--- config.mk ---
export PLATFORM = sky130hd
export DESIGN_NAME = jpi_core
export DESIGN_NICKNAME = d
export VERILOG_FILES = /design/src/logic/jpi_pkg.sv /design/src/logic/jpi_core.sv
export SDC_FILE = /design/constraint.sdc
export NUM_CORES = 1
export LEC_CHECK = 0
export BUFFER_PORTS_ARGS = -buffer_cell sky130_fd_sc_hd__buf_2
export CAP_MARGIN = 40
export CORE_UTILIZATION = 45
export CTS_BUF_LIST = sky130_fd_sc_hd__clkbuf_16
export DETAILED_ROUTE_END_ITERATION = 10
export GPL_ROUTABILITY_DRIVEN = 0
export GPL_TIMING_DRIVEN = 0
export HOLD_SLACK_MARGIN = 0.15
export PLACE_DENSITY_LB_ADDON = 0.12
export SLEW_MARGIN = 20
export SYNTH_ARGS = -nofsm -noshare
export SYNTH_HDL_FRONTEND = slang
export SYNTH_SLANG_ARGS = --single-unit
--- constraint.sdc ---
create_clock -name clk -period 6.5 [get_ports clk]
set_clock_uncertainty 0.05 [all_clocks]
set_input_delay 0.325 -clock clk [delete_from_list [all_inputs] [get_ports clk]]
set_output_delay 0.325 -clock clk [all_outputs]
set_load 0.05 [all_outputs]
--- src/logic/jpi_pkg.sv ---
// jpi_pkg: constants shared by the test-port programming block.
// assumes a single 50 MHz system clock samples all test-port pins.
package jpi_pkg;
   // system clock
   localparam int CLK_HZ = 50000000;
   // instruction register and opcodes
   localparam int IR_W = 4;
   localparam logic [3:0] IR_CAPTURE = 4'h1;
   localparam logic [3:0] IR_BYPASS = 4'hf;
   localparam logic [3:0] core_reset_instruction = 4'hc;
   localparam logic [3:0] program_unlock_instruction = 4'h4;
   localparam logic [3:0] program_command_instruction = 4'h5;
   localparam logic [3:0] page_fill_instruction = 4'h6;
   localparam logic [3:0] page_dump_instruction = 4'h7;
   // data register widths
   localparam int UNLOCK_W = 16;
   localparam int CMD_W = 15;
   localparam int CTRL_W = 7;
   localparam int BYTE_W = 8;
   localparam logic [15:0] UNLOCK_SIG = 16'ha370;
   localparam logic [15:0] UNLOCK_RST = 16'h0000;
   // control field prefixes, upper seven command bits
   localparam logic [6:0] CTRL_ENTER = 7'h23;
   localparam logic [6:0] CTRL_ADDR_HI = 7'h07;
   localparam logic [6:0] CTRL_ADDR_LO = 7'h03;
   localparam logic [6:0] CTRL_DATA_LO = 7'h13;
   localparam logic [6:0] CTRL_DATA_HI = 7'h17;
   // status bit position in the returned command word
   localparam int STATUS_BIT = 9;
   // page geometry defaults (1024 bit page)
   localparam int PAGE_BYTES = 128;
   // tap controller states, gray steps along the data path
   typedef enum logic [3:0] {
      JPI_TLR = 4'h0, JPI_RTI = 4'h1, JPI_SEL_DR = 4'h3, JPI_CAP_DR = 4'h2,
      JPI_SH_DR = 4'h6, JPI_EX1_DR = 4'h7, JPI_PA_DR = 4'h5,
      JPI_EX2_DR = 4'h4, JPI_UPD_DR = 4'hc, JPI_SEL_IR = 4'hd,
      JPI_CAP_IR = 4'hf, JPI_SH_IR = 4'he, JPI_EX1_IR = 4'ha,
      JPI_PA_IR = 4'hb, JPI_EX2_IR = 4'h9, JPI_UPD_IR = 4'h8
   } jpi_tap_t;
endpackage

--- src/logic/jpi_core.sv ---
// jpi_core: programming side of the test access port, with its own tap.
// assumes tck/tms/tdi are asynchronous pins, tck well below clk/4, and a
// memory controller on clk that answers page reads combinationally.
// Summary of operation
// [RULE1] four-bit instruction register decodes five codes into data paths, the rest to bypass
// [RULE2] run-test/idle produces the internal execute clock and serves as rest
// [RULE3] code c selects one-bit reset chain, never resets the tap itself
// [RULE4] a one in the chain holds core reset immediately, unlatched
// [RULE5] core stays reset a time-out period after the chain releases
// [RULE6] programmer resets the part through the chain before unlocking
// [RULE7] code 4 selects 16-bit unlock register, compared on update-dr
// [RULE8] programming allowed only while unlock register equals a370 hex
// [RULE9] power-on reset clears unlock register; programmer clears it leaving
// [RULE10] code 5 selects 15-bit command register, captures previous result
// [RULE11] shift result out as new command shifts in; update applies command
// [RULE12] entering idle after update gives exactly one execute pulse
// [RULE13] code 6 page fill chain: each shifted byte goes to page buffer
// [RULE14] code 7 page dump chain: page plus eight bits, tdi ignored
// [RULE15] page chains only when device is first in scan chain
// [RULE16] chip erase is three command words, polled on status bit
// [RULE17] flash write entry, address and data byte loads, latch sequence
// [RULE18] flash page write four words, polled until status done
// [RULE19] flash read entry; low byte second shift, high byte third
// [RULE20] eeprom write entry, data byte load, page write and poll
// [RULE21] eeprom read entry followed by address high and low loads
// [RULE22] programmer repeats poll until the status bit reads one
// [RULE23] every scan register shifts least significant bit first
// [RULE24] programmer may skip first latch word if control bits already set
// [RULE25] command splits into 7-bit control and 8-bit operand fields
// [RULE26] address bits beyond implemented memory are dropped on load
`timescale 1ns/1ps
`default_nettype none
module jpi_core #(
   parameter int ADDR_W = 14,
   parameter int PAGE_N = jpi_pkg::PAGE_BYTES,
   parameter int RESET_TIMEOUT_CYC = 65536
) (
   input wire logic clk,
   input wire logic reset,
   input wire logic tck,
   input wire logic tms,
   input wire logic tdi,
   output logic tdo,
   output logic tdo_oe,
   output logic core_reset,
   output logic prog_mode,
   output logic [jpi_pkg::CMD_W-1:0] mem_cmd,
   output logic mem_cmd_valid,
   output logic mem_exec,
   input wire logic [jpi_pkg::CMD_W-1:0] mem_result,
   output logic [ADDR_W-1:0] mem_addr,
   output logic [15:0] mem_wdata,
   output logic page_wr_valid,
   output logic [jpi_pkg::BYTE_W-1:0] page_wr_data,
   output logic [$clog2(PAGE_N)-1:0] page_index,
   input wire logic [jpi_pkg::BYTE_W-1:0] page_rd_data
);
   import jpi_pkg::*;

   localparam int IDX_W = $clog2(PAGE_N);
   localparam logic [2:0] LAST_BIT = 3'h7;

   // command fields: control on top, operand below
   function automatic logic [CTRL_W-1:0] ctrl_of(input logic [CMD_W-1:0] c);
      ctrl_of = c[CMD_W-1:BYTE_W];
   endfunction

   // pin synchronisers, first stage read only by the second
   logic [2:0] tck_sync_q;
   logic [1:0] tms_sync_q;
   logic [1:0] tdi_sync_q;
   always_ff @(posedge clk or posedge reset) begin
      if (reset) begin
         tck_sync_q <= 3'h0;
         tms_sync_q <= 2'h0;
         tdi_sync_q <= 2'h0;
      end else begin
         tck_sync_q <= {tck_sync_q[1:0], tck};
         tms_sync_q <= {tms_sync_q[0], tms};
         tdi_sync_q <= {tdi_sync_q[0], tdi};
      end
   end

   logic tck_rise;
   logic tck_fall;
   logic tms_s;
   logic tdi_s;
   assign tck_rise = tck_sync_q[1] & ~tck_sync_q[2];
   assign tck_fall = ~tck_sync_q[1] & tck_sync_q[2];
   assign tms_s = tms_sync_q[1];
   assign tdi_s = tdi_sync_q[1];

   // tap controller advanced on each sampled tck rise
   jpi_tap_t tap_q;
   jpi_tap_t tap_d;
   always_comb begin
      tap_d = tap_q;
      case (tap_q)
         JPI_TLR: tap_d = tms_s ? JPI_TLR : JPI_RTI;
         JPI_RTI: tap_d = tms_s ? JPI_SEL_DR : JPI_RTI;
         JPI_SEL_DR: tap_d = tms_s ? JPI_SEL_IR : JPI_CAP_DR;
         JPI_CAP_DR: tap_d = tms_s ? JPI_EX1_DR : JPI_SH_DR;
         JPI_SH_DR: tap_d = tms_s ? JPI_EX1_DR : JPI_SH_DR;
         JPI_EX1_DR: tap_d = tms_s ? JPI_UPD_DR : JPI_PA_DR;
         JPI_PA_DR: tap_d = tms_s ? JPI_EX2_DR : JPI_PA_DR;
         JPI_EX2_DR: tap_d = tms_s ? JPI_UPD_DR : JPI_SH_DR;
         JPI_UPD_DR: tap_d = tms_s ? JPI_SEL_DR : JPI_RTI;
         JPI_SEL_IR: tap_d = tms_s ? JPI_TLR : JPI_CAP_IR;
         JPI_CAP_IR: tap_d = tms_s ? JPI_EX1_IR : JPI_SH_IR;
         JPI_SH_IR: tap_d = tms_s ? JPI_EX1_IR : JPI_SH_IR;
         JPI_EX1_IR: tap_d = tms_s ? JPI_UPD_IR : JPI_PA_IR;
         JPI_PA_IR: tap_d = tms_s ? JPI_EX2_IR : JPI_PA_IR;
         JPI_EX2_IR: tap_d = tms_s ? JPI_UPD_IR : JPI_SH_IR;
         JPI_UPD_IR: tap_d = tms_s ? JPI_SEL_DR : JPI_RTI;
         default: tap_d = JPI_TLR;
      endcase
   end

   always_ff @(posedge clk or posedge reset) begin
      if (reset) begin
         tap_q <= JPI_TLR;
      end else if (tck_rise) begin
         tap_q <= tap_d;
      end
   end

   // per-edge strobes of the current state, acted on at this tck rise
   logic in_cap;
   logic in_shift;
   logic in_upd;
   assign in_cap = tck_rise && (tap_q == JPI_CAP_DR);
   assign in_shift = tck_rise && (tap_q == JPI_SH_DR);
   assign in_upd = tck_rise && (tap_q == JPI_UPD_DR);

   // [RULE1] instruction register
   // [RULE23] shifts lsb first
   logic [IR_W-1:0] ir_sh_q;
   logic [IR_W-1:0] ir_q;
   always_ff @(posedge clk or posedge reset) begin
      if (reset) begin
         ir_sh_q <= IR_CAPTURE;
         ir_q <= IR_BYPASS;
      end else if (tck_rise) begin
         if (tap_q == JPI_TLR)
            ir_q <= IR_BYPASS;
         else if (tap_q == JPI_CAP_IR)
            ir_sh_q <= IR_CAPTURE;
         else if (tap_q == JPI_SH_IR)
            ir_sh_q <= {tdi_s, ir_sh_q[IR_W-1:1]};
         else if (tap_q == JPI_UPD_IR)
            ir_q <= ir_sh_q;
      end
   end

   logic sel_rst;
   logic sel_unl;
   logic sel_cmd;
   logic sel_fill;
   logic sel_dump;
   assign sel_rst = (ir_q == core_reset_instruction);
   assign sel_unl = (ir_q == program_unlock_instruction);
   assign sel_cmd = (ir_q == program_command_instruction);
   assign sel_fill = (ir_q == page_fill_instruction);
   assign sel_dump = (ir_q == page_dump_instruction);

   // [RULE3] one-bit reset chain; tap state is untouched by it
   logic rst_chain_q;
   logic bypass_q;
   always_ff @(posedge clk or posedge reset) begin
      if (reset) begin
         rst_chain_q <= 1'b0;
         bypass_q <= 1'b0;
      end else if (in_shift) begin
         if (sel_rst)
            rst_chain_q <= tdi_s;
         bypass_q <= tdi_s;
      end
   end

   // [RULE5] time-out count after the chain lets go
   logic [$clog2(RESET_TIMEOUT_CYC+1)-1:0] tmo_q;
   always_ff @(posedge clk or posedge reset) begin
      if (reset)
         tmo_q <= '0;
      else if (rst_chain_q)
         tmo_q <= ($clog2(RESET_TIMEOUT_CYC+1))'(RESET_TIMEOUT_CYC);
      else if (tmo_q != '0)
         tmo_q <= tmo_q - 1'b1;
   end

   // [RULE4] unlatched chain bit asserts core reset at once
   assign core_reset = rst_chain_q | (tmo_q != '0);

   // [RULE7] unlock register, compared on update
   // [RULE9] cleared by power-on reset
   logic [UNLOCK_W-1:0] unl_sh_q;
   logic [UNLOCK_W-1:0] unl_q;
   always_ff @(posedge clk or posedge reset) begin
      if (reset) begin
         unl_sh_q <= UNLOCK_RST;
         unl_q <= UNLOCK_RST;
      end else if (sel_unl) begin
         if (in_shift)
            unl_sh_q <= {tdi_s, unl_sh_q[UNLOCK_W-1:1]};
         else if (in_upd)
            unl_q <= unl_sh_q;
      end
   end

   // [RULE8] programming only with exact signature held
   assign prog_mode = (unl_q == UNLOCK_SIG);

   // [RULE10] capture previous result
   // [RULE11] shift result out, command in, apply on update
   logic [CMD_W-1:0] cmd_sh_q;
   logic [CMD_W-1:0] cmd_q;
   logic cmd_valid_q;
   always_ff @(posedge clk or posedge reset) begin
      if (reset) begin
         cmd_sh_q <= '0;
         cmd_q <= '0;
         cmd_valid_q <= 1'b0;
      end else begin
         cmd_valid_q <= 1'b0;
         if (sel_cmd && in_cap)
            cmd_sh_q <= mem_result;
         else if (sel_cmd && in_shift)
            cmd_sh_q <= {tdi_s, cmd_sh_q[CMD_W-1:1]};
         else if (sel_cmd && in_upd && prog_mode) begin
            cmd_q <= cmd_sh_q;
            cmd_valid_q <= 1'b1;
         end
      end
   end
   assign mem_cmd = cmd_q;
   assign mem_cmd_valid = cmd_valid_q;

   // [RULE2] idle clock source
   // [RULE12] one execute pulse per applied command
   logic exec_pend_q;
   logic exec_q;
   always_ff @(posedge clk or posedge reset) begin
      if (reset) begin
         exec_pend_q <= 1'b0;
         exec_q <= 1'b0;
      end else begin
         exec_q <= 1'b0;
         if (cmd_valid_q)
            exec_pend_q <= 1'b1;
         else if (exec_pend_q && tck_rise && tap_q == JPI_RTI) begin
            exec_pend_q <= 1'b0;
            exec_q <= 1'b1;
         end
      end
   end
   assign mem_exec = exec_q;

   // [RULE25] control / operand split of applied command
   // [RULE26] address truncated to implemented width
   // [RULE17] [RULE21] address and data byte loads by prefix
   logic [ADDR_W-1:0] addr_q;
   logic [15:0] wdata_q;
   logic [CTRL_W-1:0] ctrl;
   logic [BYTE_W-1:0] opnd;
   assign ctrl = ctrl_of(cmd_sh_q);
   assign opnd = cmd_sh_q[BYTE_W-1:0];
   always_ff @(posedge clk or posedge reset) begin
      if (reset) begin
         addr_q <= '0;
         wdata_q <= '0;
      end else if (sel_cmd && in_upd && prog_mode) begin
         case (ctrl)
            CTRL_ADDR_HI: addr_q <= ADDR_W'({opnd, addr_q[BYTE_W-1:0]});
            CTRL_ADDR_LO:
               addr_q <= ADDR_W'({addr_q[ADDR_W-1:BYTE_W], opnd});
            CTRL_DATA_LO: wdata_q <= {wdata_q[15:8], opnd};
            CTRL_DATA_HI: wdata_q <= {opnd, wdata_q[7:0]};
            default: wdata_q <= wdata_q;
         endcase
      end
   end
   assign mem_addr = addr_q;
   assign mem_wdata = wdata_q;
   // [RULE16] [RULE18] [RULE19] [RULE20] erase, write, read and poll
   // words go out whole on mem_cmd; status returns via mem_result

   // [RULE13] page fill byte shifter
   // [RULE14] page dump byte shifter
   // [RULE15] chain length assumes this device is first
   logic [BYTE_W-1:0] pg_sh_q;
   logic [2:0] bit_q;
   logic [IDX_W-1:0] idx_q;
   logic wr_q;
   logic [BYTE_W-1:0] wr_data_q;
   always_ff @(posedge clk or posedge reset) begin
      if (reset) begin
         pg_sh_q <= '0;
         bit_q <= 3'h0;
         idx_q <= '0;
         wr_q <= 1'b0;
         wr_data_q <= '0;
      end else begin
         wr_q <= 1'b0;
         if ((sel_fill || sel_dump) && in_cap) begin
            // dump skips capture: shifter left as is, first byte is filler
            bit_q <= 3'h0;
            idx_q <= '0;
         end else if (sel_fill && in_shift) begin
            pg_sh_q <= {tdi_s, pg_sh_q[BYTE_W-1:1]};
            bit_q <= bit_q + 3'h1;
            if (bit_q == LAST_BIT && prog_mode) begin
               wr_q <= 1'b1;
               wr_data_q <= {tdi_s, pg_sh_q[BYTE_W-1:1]};
               idx_q <= idx_q + 1'b1;
            end
         end else if (sel_dump && in_shift) begin
            bit_q <= bit_q + 3'h1;
            // tdi ignored; refill with fetched byte at byte end
            if (bit_q == LAST_BIT) begin
               pg_sh_q <= prog_mode ? page_rd_data : '0;
               idx_q <= idx_q + 1'b1;
            end else begin
               pg_sh_q <= {1'b0, pg_sh_q[BYTE_W-1:1]};
            end
         end
      end
   end
   // byte index runs ahead by one during fill, so report the written slot
   assign page_wr_valid = wr_q;
   assign page_wr_data = wr_data_q;
   assign page_index = sel_fill ? idx_q - 1'b1 : idx_q;

   // serial output source for the selected path
   logic tdo_src;
   always_comb begin
      tdo_src = bypass_q;
      if (tap_q == JPI_SH_IR)
         tdo_src = ir_sh_q[0];
      else if (sel_rst)
         tdo_src = rst_chain_q;
      else if (sel_unl)
         tdo_src = unl_sh_q[0];
      else if (sel_cmd)
         tdo_src = cmd_sh_q[0];
      else if (sel_fill || sel_dump)
         tdo_src = pg_sh_q[0];
   end

   // tdo changes on tck fall so the programmer samples it stable
   logic tdo_q;
   logic tdo_oe_q;
   always_ff @(posedge clk or posedge reset) begin
      if (reset) begin
         tdo_q <= 1'b0;
         tdo_oe_q <= 1'b0;
      end else if (tck_fall) begin
         tdo_q <= tdo_src;
         tdo_oe_q <= (tap_q == JPI_SH_DR) || (tap_q == JPI_SH_IR);
      end
   end
   assign tdo = tdo_q;
   assign tdo_oe = tdo_oe_q;
endmodule // jpi_core
`default_nettype wire

# After elaboration in Yosys (flattened, before gate mapping)
# Index checks and enable logic that the tools add are counted.
# totals
input_bits,28
romBits,0
wordCells,168
ram_bits,0
ff_bits,162
output_inout_bits,67
memories,0
latchBits,0
# classes
multipliers,0
muxes,53
n_eq_ne,29
bitwise_logic,14
order_cmp,0
n_addsub,4
div_mod_pow,0
shifts,0
n_reduce_logical,41
# ops
cell,count
$pmux W4 S12,1
$mux W7,6
$mux W4,10
$eq A4 B4 Y1 const B,9
$mux W17,2
$eq A4 B3 Y1 const B,8
$mux W8,4
$pmux W16 S2,1
$mux W15,2
$pmux W14 S2,1
$reduce_and A3 Y1,9
$mux W1,18
$reduce_bool A17 Y1,1
$sub A17 B1 Y17 const B,1
$eq A16 B16 Y1 const B,1
$mux W3,5
$eq A7 B5 Y1 const B,2
$logic_and A1 B1 Y1,13
$reduce_bool A2 Y1,6
$not A1 Y1,11
$eq A4 B2 Y1 const B,2
$add A7 B1 Y7 const B,1
$eq A7 B2 Y1 const B,1
$eq A7 B3 Y1 const B,1
other kinds (16),25

# Depth between registers and ports, before layout
# depth
depth_word,8
mapped_depth,7

# Worst setup path before layout
# No wires, ideal clock.
# synth_timing
path_type,reg2out
from,register ir_q[1]
to,output port page_index[5]
arrival_ns,2.139
t_required_ns,6.125
path_buffers,0
stages_incl_launch_ff,5
slack_ns,3.986
path_cell_list,dfstp_2 -> nand3b_1 -> nor2_1 -> nor4bb_1 -> xor2_1
# synth_via
elab_chain_len,2
# synth_rtl
element,line_no,text
from (decl),jpi_core.sv:138,logic [IR_W-1:0] ir_q;
from (signal assigned),jpi_core.sv:151,ir_q <= ir_sh_q;
$eq A4 B3 Y1,jpi_core.sv:163,assign sel_fill = (ir_q == page_fill_instruction);
$mux W7,jpi_core.sv:331,assign page_index = sel_fill ? idx_q - 1'b1 : idx_q;
to (decl),jpi_core.sv:55,"output logic [$clog2(PAGE_N)-1:0] page_index,"
# Every way passes these cells.

# Worst setup path after layout
# layout_timing
from,register ir_q[2]
to,output port page_index[5]
# Same word-level chain as after synthesis.

==> results.cfg <==
[outcome]
status = completed

[min_path]
min_path_type = primary input to flop

[worst_setup_path]
path_cells = nand3b_1 > nor2_1 > nor4bb_1 > xor2_1 > buf_2
critPathLaunchType = flop
cp.arrival_ns = 2.46
worstSetupPathType = flop to output port
cp-end-kind = output port
cpPeakStageDelay_ns = 0.58
rrSetupSlack_ns = 3.94
cp.required_ns = 6.12
critPathMaxFanout = 8
slowest_stage = dfstp_2

[finish]
fin_nets = 815
fin_area_sq_mm = 0.00907
antennaDiodeCount = 0
drive_above_1_share_pct = 29.4
num-fill-cells = 1407
area_growth_pct = 20.4
final_common_cell = dfrtp_1
mostFrequentLayoutCells = dfrtp_1 (157), buf_2 (99), mux2_2 (75)

[logic_synthesis]
async_reset_ff_share_pct = 100
ys_warn_count = 0
synthMuxAreaShare_pct = 17.2
ys.flop_type = dfrtp_1
synth-seq-cells = 162
synth-edff-count = 0
yosys.area_share.simple_pct = 15.3
yosys.area.top_type = dfrtp_1
synth_top_family_by_area = multiplexers
avgSynthCellArea_sq_um = 11.6
synthAdderAreaFrac_pct = 0.830
synth_cell_types = 64
syn_area_sq_mm = 0.00754
synth_compound_area_share_pct = 8.75
syn_nets = 682
synth_xor_area_share_pct = 0.813
ys_seq_area_share_pct = 53.9
synth_area_leaders = dfrtp_1 (52%), mux2_2 (11%), mux2i_1 (4.4%)
syn_inst = 649
yosysTopAreaCellShare_pct = 52.1

[cts]
cts_resized = 0
cts_setup_buffers = 0
cts_made_buffers = 17
root_buffer = clkbuf_16
h-tree-depth = 4
clock_sinks = 162
clkTransAtPathRegs_ns = 0.06
cts_tree = built
clkLatencyLatePin_ns = 0.43
clockBufferDepth = 2
hold_buffers = 18

[sta]
hold_viol = 0
max_slew_margin_pct = 37.6
hold_ws_ns = 0.164
rsz0062_at_grt = false
post-route-period-util_pct = 43.6
fin_crit_ns = 2.84
final_max_slew_viol_count = 0
setup_tns_ns = 0
clock.fmax_mhz = 353
finalSetupViolCount = 0
tightest_slew_ns = 0.927

[routing]
via_per_inst = 5.43
drt-pass1-iter-count = 5
drc = 0
met1_length_mm = 7.71
drt-total-wl_mm = 16.8
drt-wirelength-per-cell_um = 16.7
drt-initial-drc-count = 388
wl_met2_mm = 8.12
drtAntennaViolNets = 0
wl_met3_um = 897
vias = 5492
routed.top_layer = met4

[place]
place_area_sq_mm = 0.00833
hpwl_mm = 11.8
port_buffers = 94

[floorplanning]
core_area_sq_mm = 0.0161
die_w_um = 131
io_pins = 95
row_count = 46
start_util_pct = 46.8
dieArea_sq_mm = 0.0173
die_y_um = 131

[global_routing]
grt_max_degree = 100
grt_first_pass_wirelength_mm = 28.5
grt.overflow.total = 0
grt_pass1_vias = 5691
grt_antenna_before_repair = 0
grt_usage_pct = 20.5

[power_and_ir_drop]
power_report.internal_total_w = 0.00194
p_clk_share_pct = 33.8
p_leak_nw = 4.43
ir_worst_vdd_mv = 0.207
sw_frac_of_total_pct = 32.2
pwr-share-seq_pct = 42.9
switching_power_w = 0.000920
combPwrFrac_pct = 23.3
p_per_area_mw_per_mm2 = 315

[flow_run]
maxCapViolCount = 0
==> routing by layer <==
metal / vias to the layer above / track usage, %
li1: 2617 / -
met4: 0 / 5.49
met3: 12 / 5.83
met1: 2725 / 26.5
met5: - / 0
met2: 138 / 33.7
==> flip-flops by register name, summed over array words and instances (netlist names), 3 cells and up <==
register      count
mem_cmd          15
ir_sh_q           4
idx_q             7
mem_addr         14
page_wr_data      8
unl_sh_q         16
bit_q             3
pg_sh_q           8
unl_q            16
mem_wdata        16
tap_q             4
tmo_q            17
tck_sync_q        3
ir_q              4
cmd_sh_q         15
==> kinds of logic (layout without fill, tap and decap cells) <==
group	count (synthesis)	after routing
XOR/XNOR	7	7
adder cells (fa/ha/maj)	5	5
AO/OA/AOI/OAI	97	97
buffers and inverters	62	208
flip-flops	162	162
multiplexers	116	116
AND/OR/NAND/NOR	200	200
==> stage by stage <==
step	std cells	util, %	power, W	worst slack, ns
6_report	1011	56.3	0.00286	3.66
5_1_grt	1011	56.3	0.00302	3.46
4_1_cts	1011	56.3	0.00288	3.65
3_5_place_dp	961	51.7	0.00190	4.02
3_3_place_gp	959	51.4	0.00187	0.0391
2_1_floorplan	649	-	0.00173	1.76
==> power groups by stage <==
| stage | combinational, W | clock, W | sequential [W] |
|---|---|---|---|
| floorplan | 0.000501 | 0 | 0.00122 |
| global placement | 0.000634 | 0 | 0.00124 |
| detailed placement | 0.000656 | 0 | 0.00124 |
| CTS | 0.000665 | 0.000989 | 0.00123 |
| global route | 0.000744 | 0.00103 | 0.00124 |
| finish | 0.000668 | 0.000967 | 0.00123 |
==> synthesized netlist by cell type, types with 4 or more instances <==
cell type	n
nor3b_1	9
clkbuf_1	22
nor4_1	6
mux2_4	8
or4_1	7
a31oi_1	6
xnor2_1	5
nand2_1	46
and4bb_2	4
inv_1	32
dfrtp_1	157
nor3_1	4
a221o_1	7
nand3_1	12
o211ai_1	4
a2111oi_0	6
a21oi_1	26
mux2i_1	33
nor4b_1	4
mux2_2	75
nand4_1	7
nand2b_1	8
a211oi_1	4
nor2b_1	15
o21ai_0	18
nor2_1	52
and4_1	4
o31ai_1	6
dfstp_2	5
buf_2	5
ha_1	5
==> layout make-up <==
class	instances	area (sq um)	area share [%]
flip-flops and latches	162	4060	44.7
multi-input cells	425	3230	35.6
repair buffers	114	689	7.60
clock buffers	17	425	4.69
well taps	216	270	2.98
clock inverters	15	143	1.57
plain buffers	30	130	1.43
inverters	32	128	1.41
==> final timing paths <==
check	endpoint	startpoint	depth (start not counted)
max	page_index[5]	ir_q[2]	5
min	cmd_sh_q[9]	mem_result[9]	3
max reg2reg	mem_wdata[8]	ir_q[2]	4
min reg2reg	tdi_sync_q[1]	tdi_sync_q[0]	0
max in group asynchronous	ir_q[1]	reset	4
min in group asynchronous	mem_wdata[4]	reset	3
==> critical path: cells and delay by family (launching register included) <==
kind / cells / cell delay (ns)
xor+xnor: 1 / 0.16
buf+inv: 1 / 0.28
flops: 1 / 0.58
simple gates: 3 / 1.01
(Power assumes the default switching activity.)
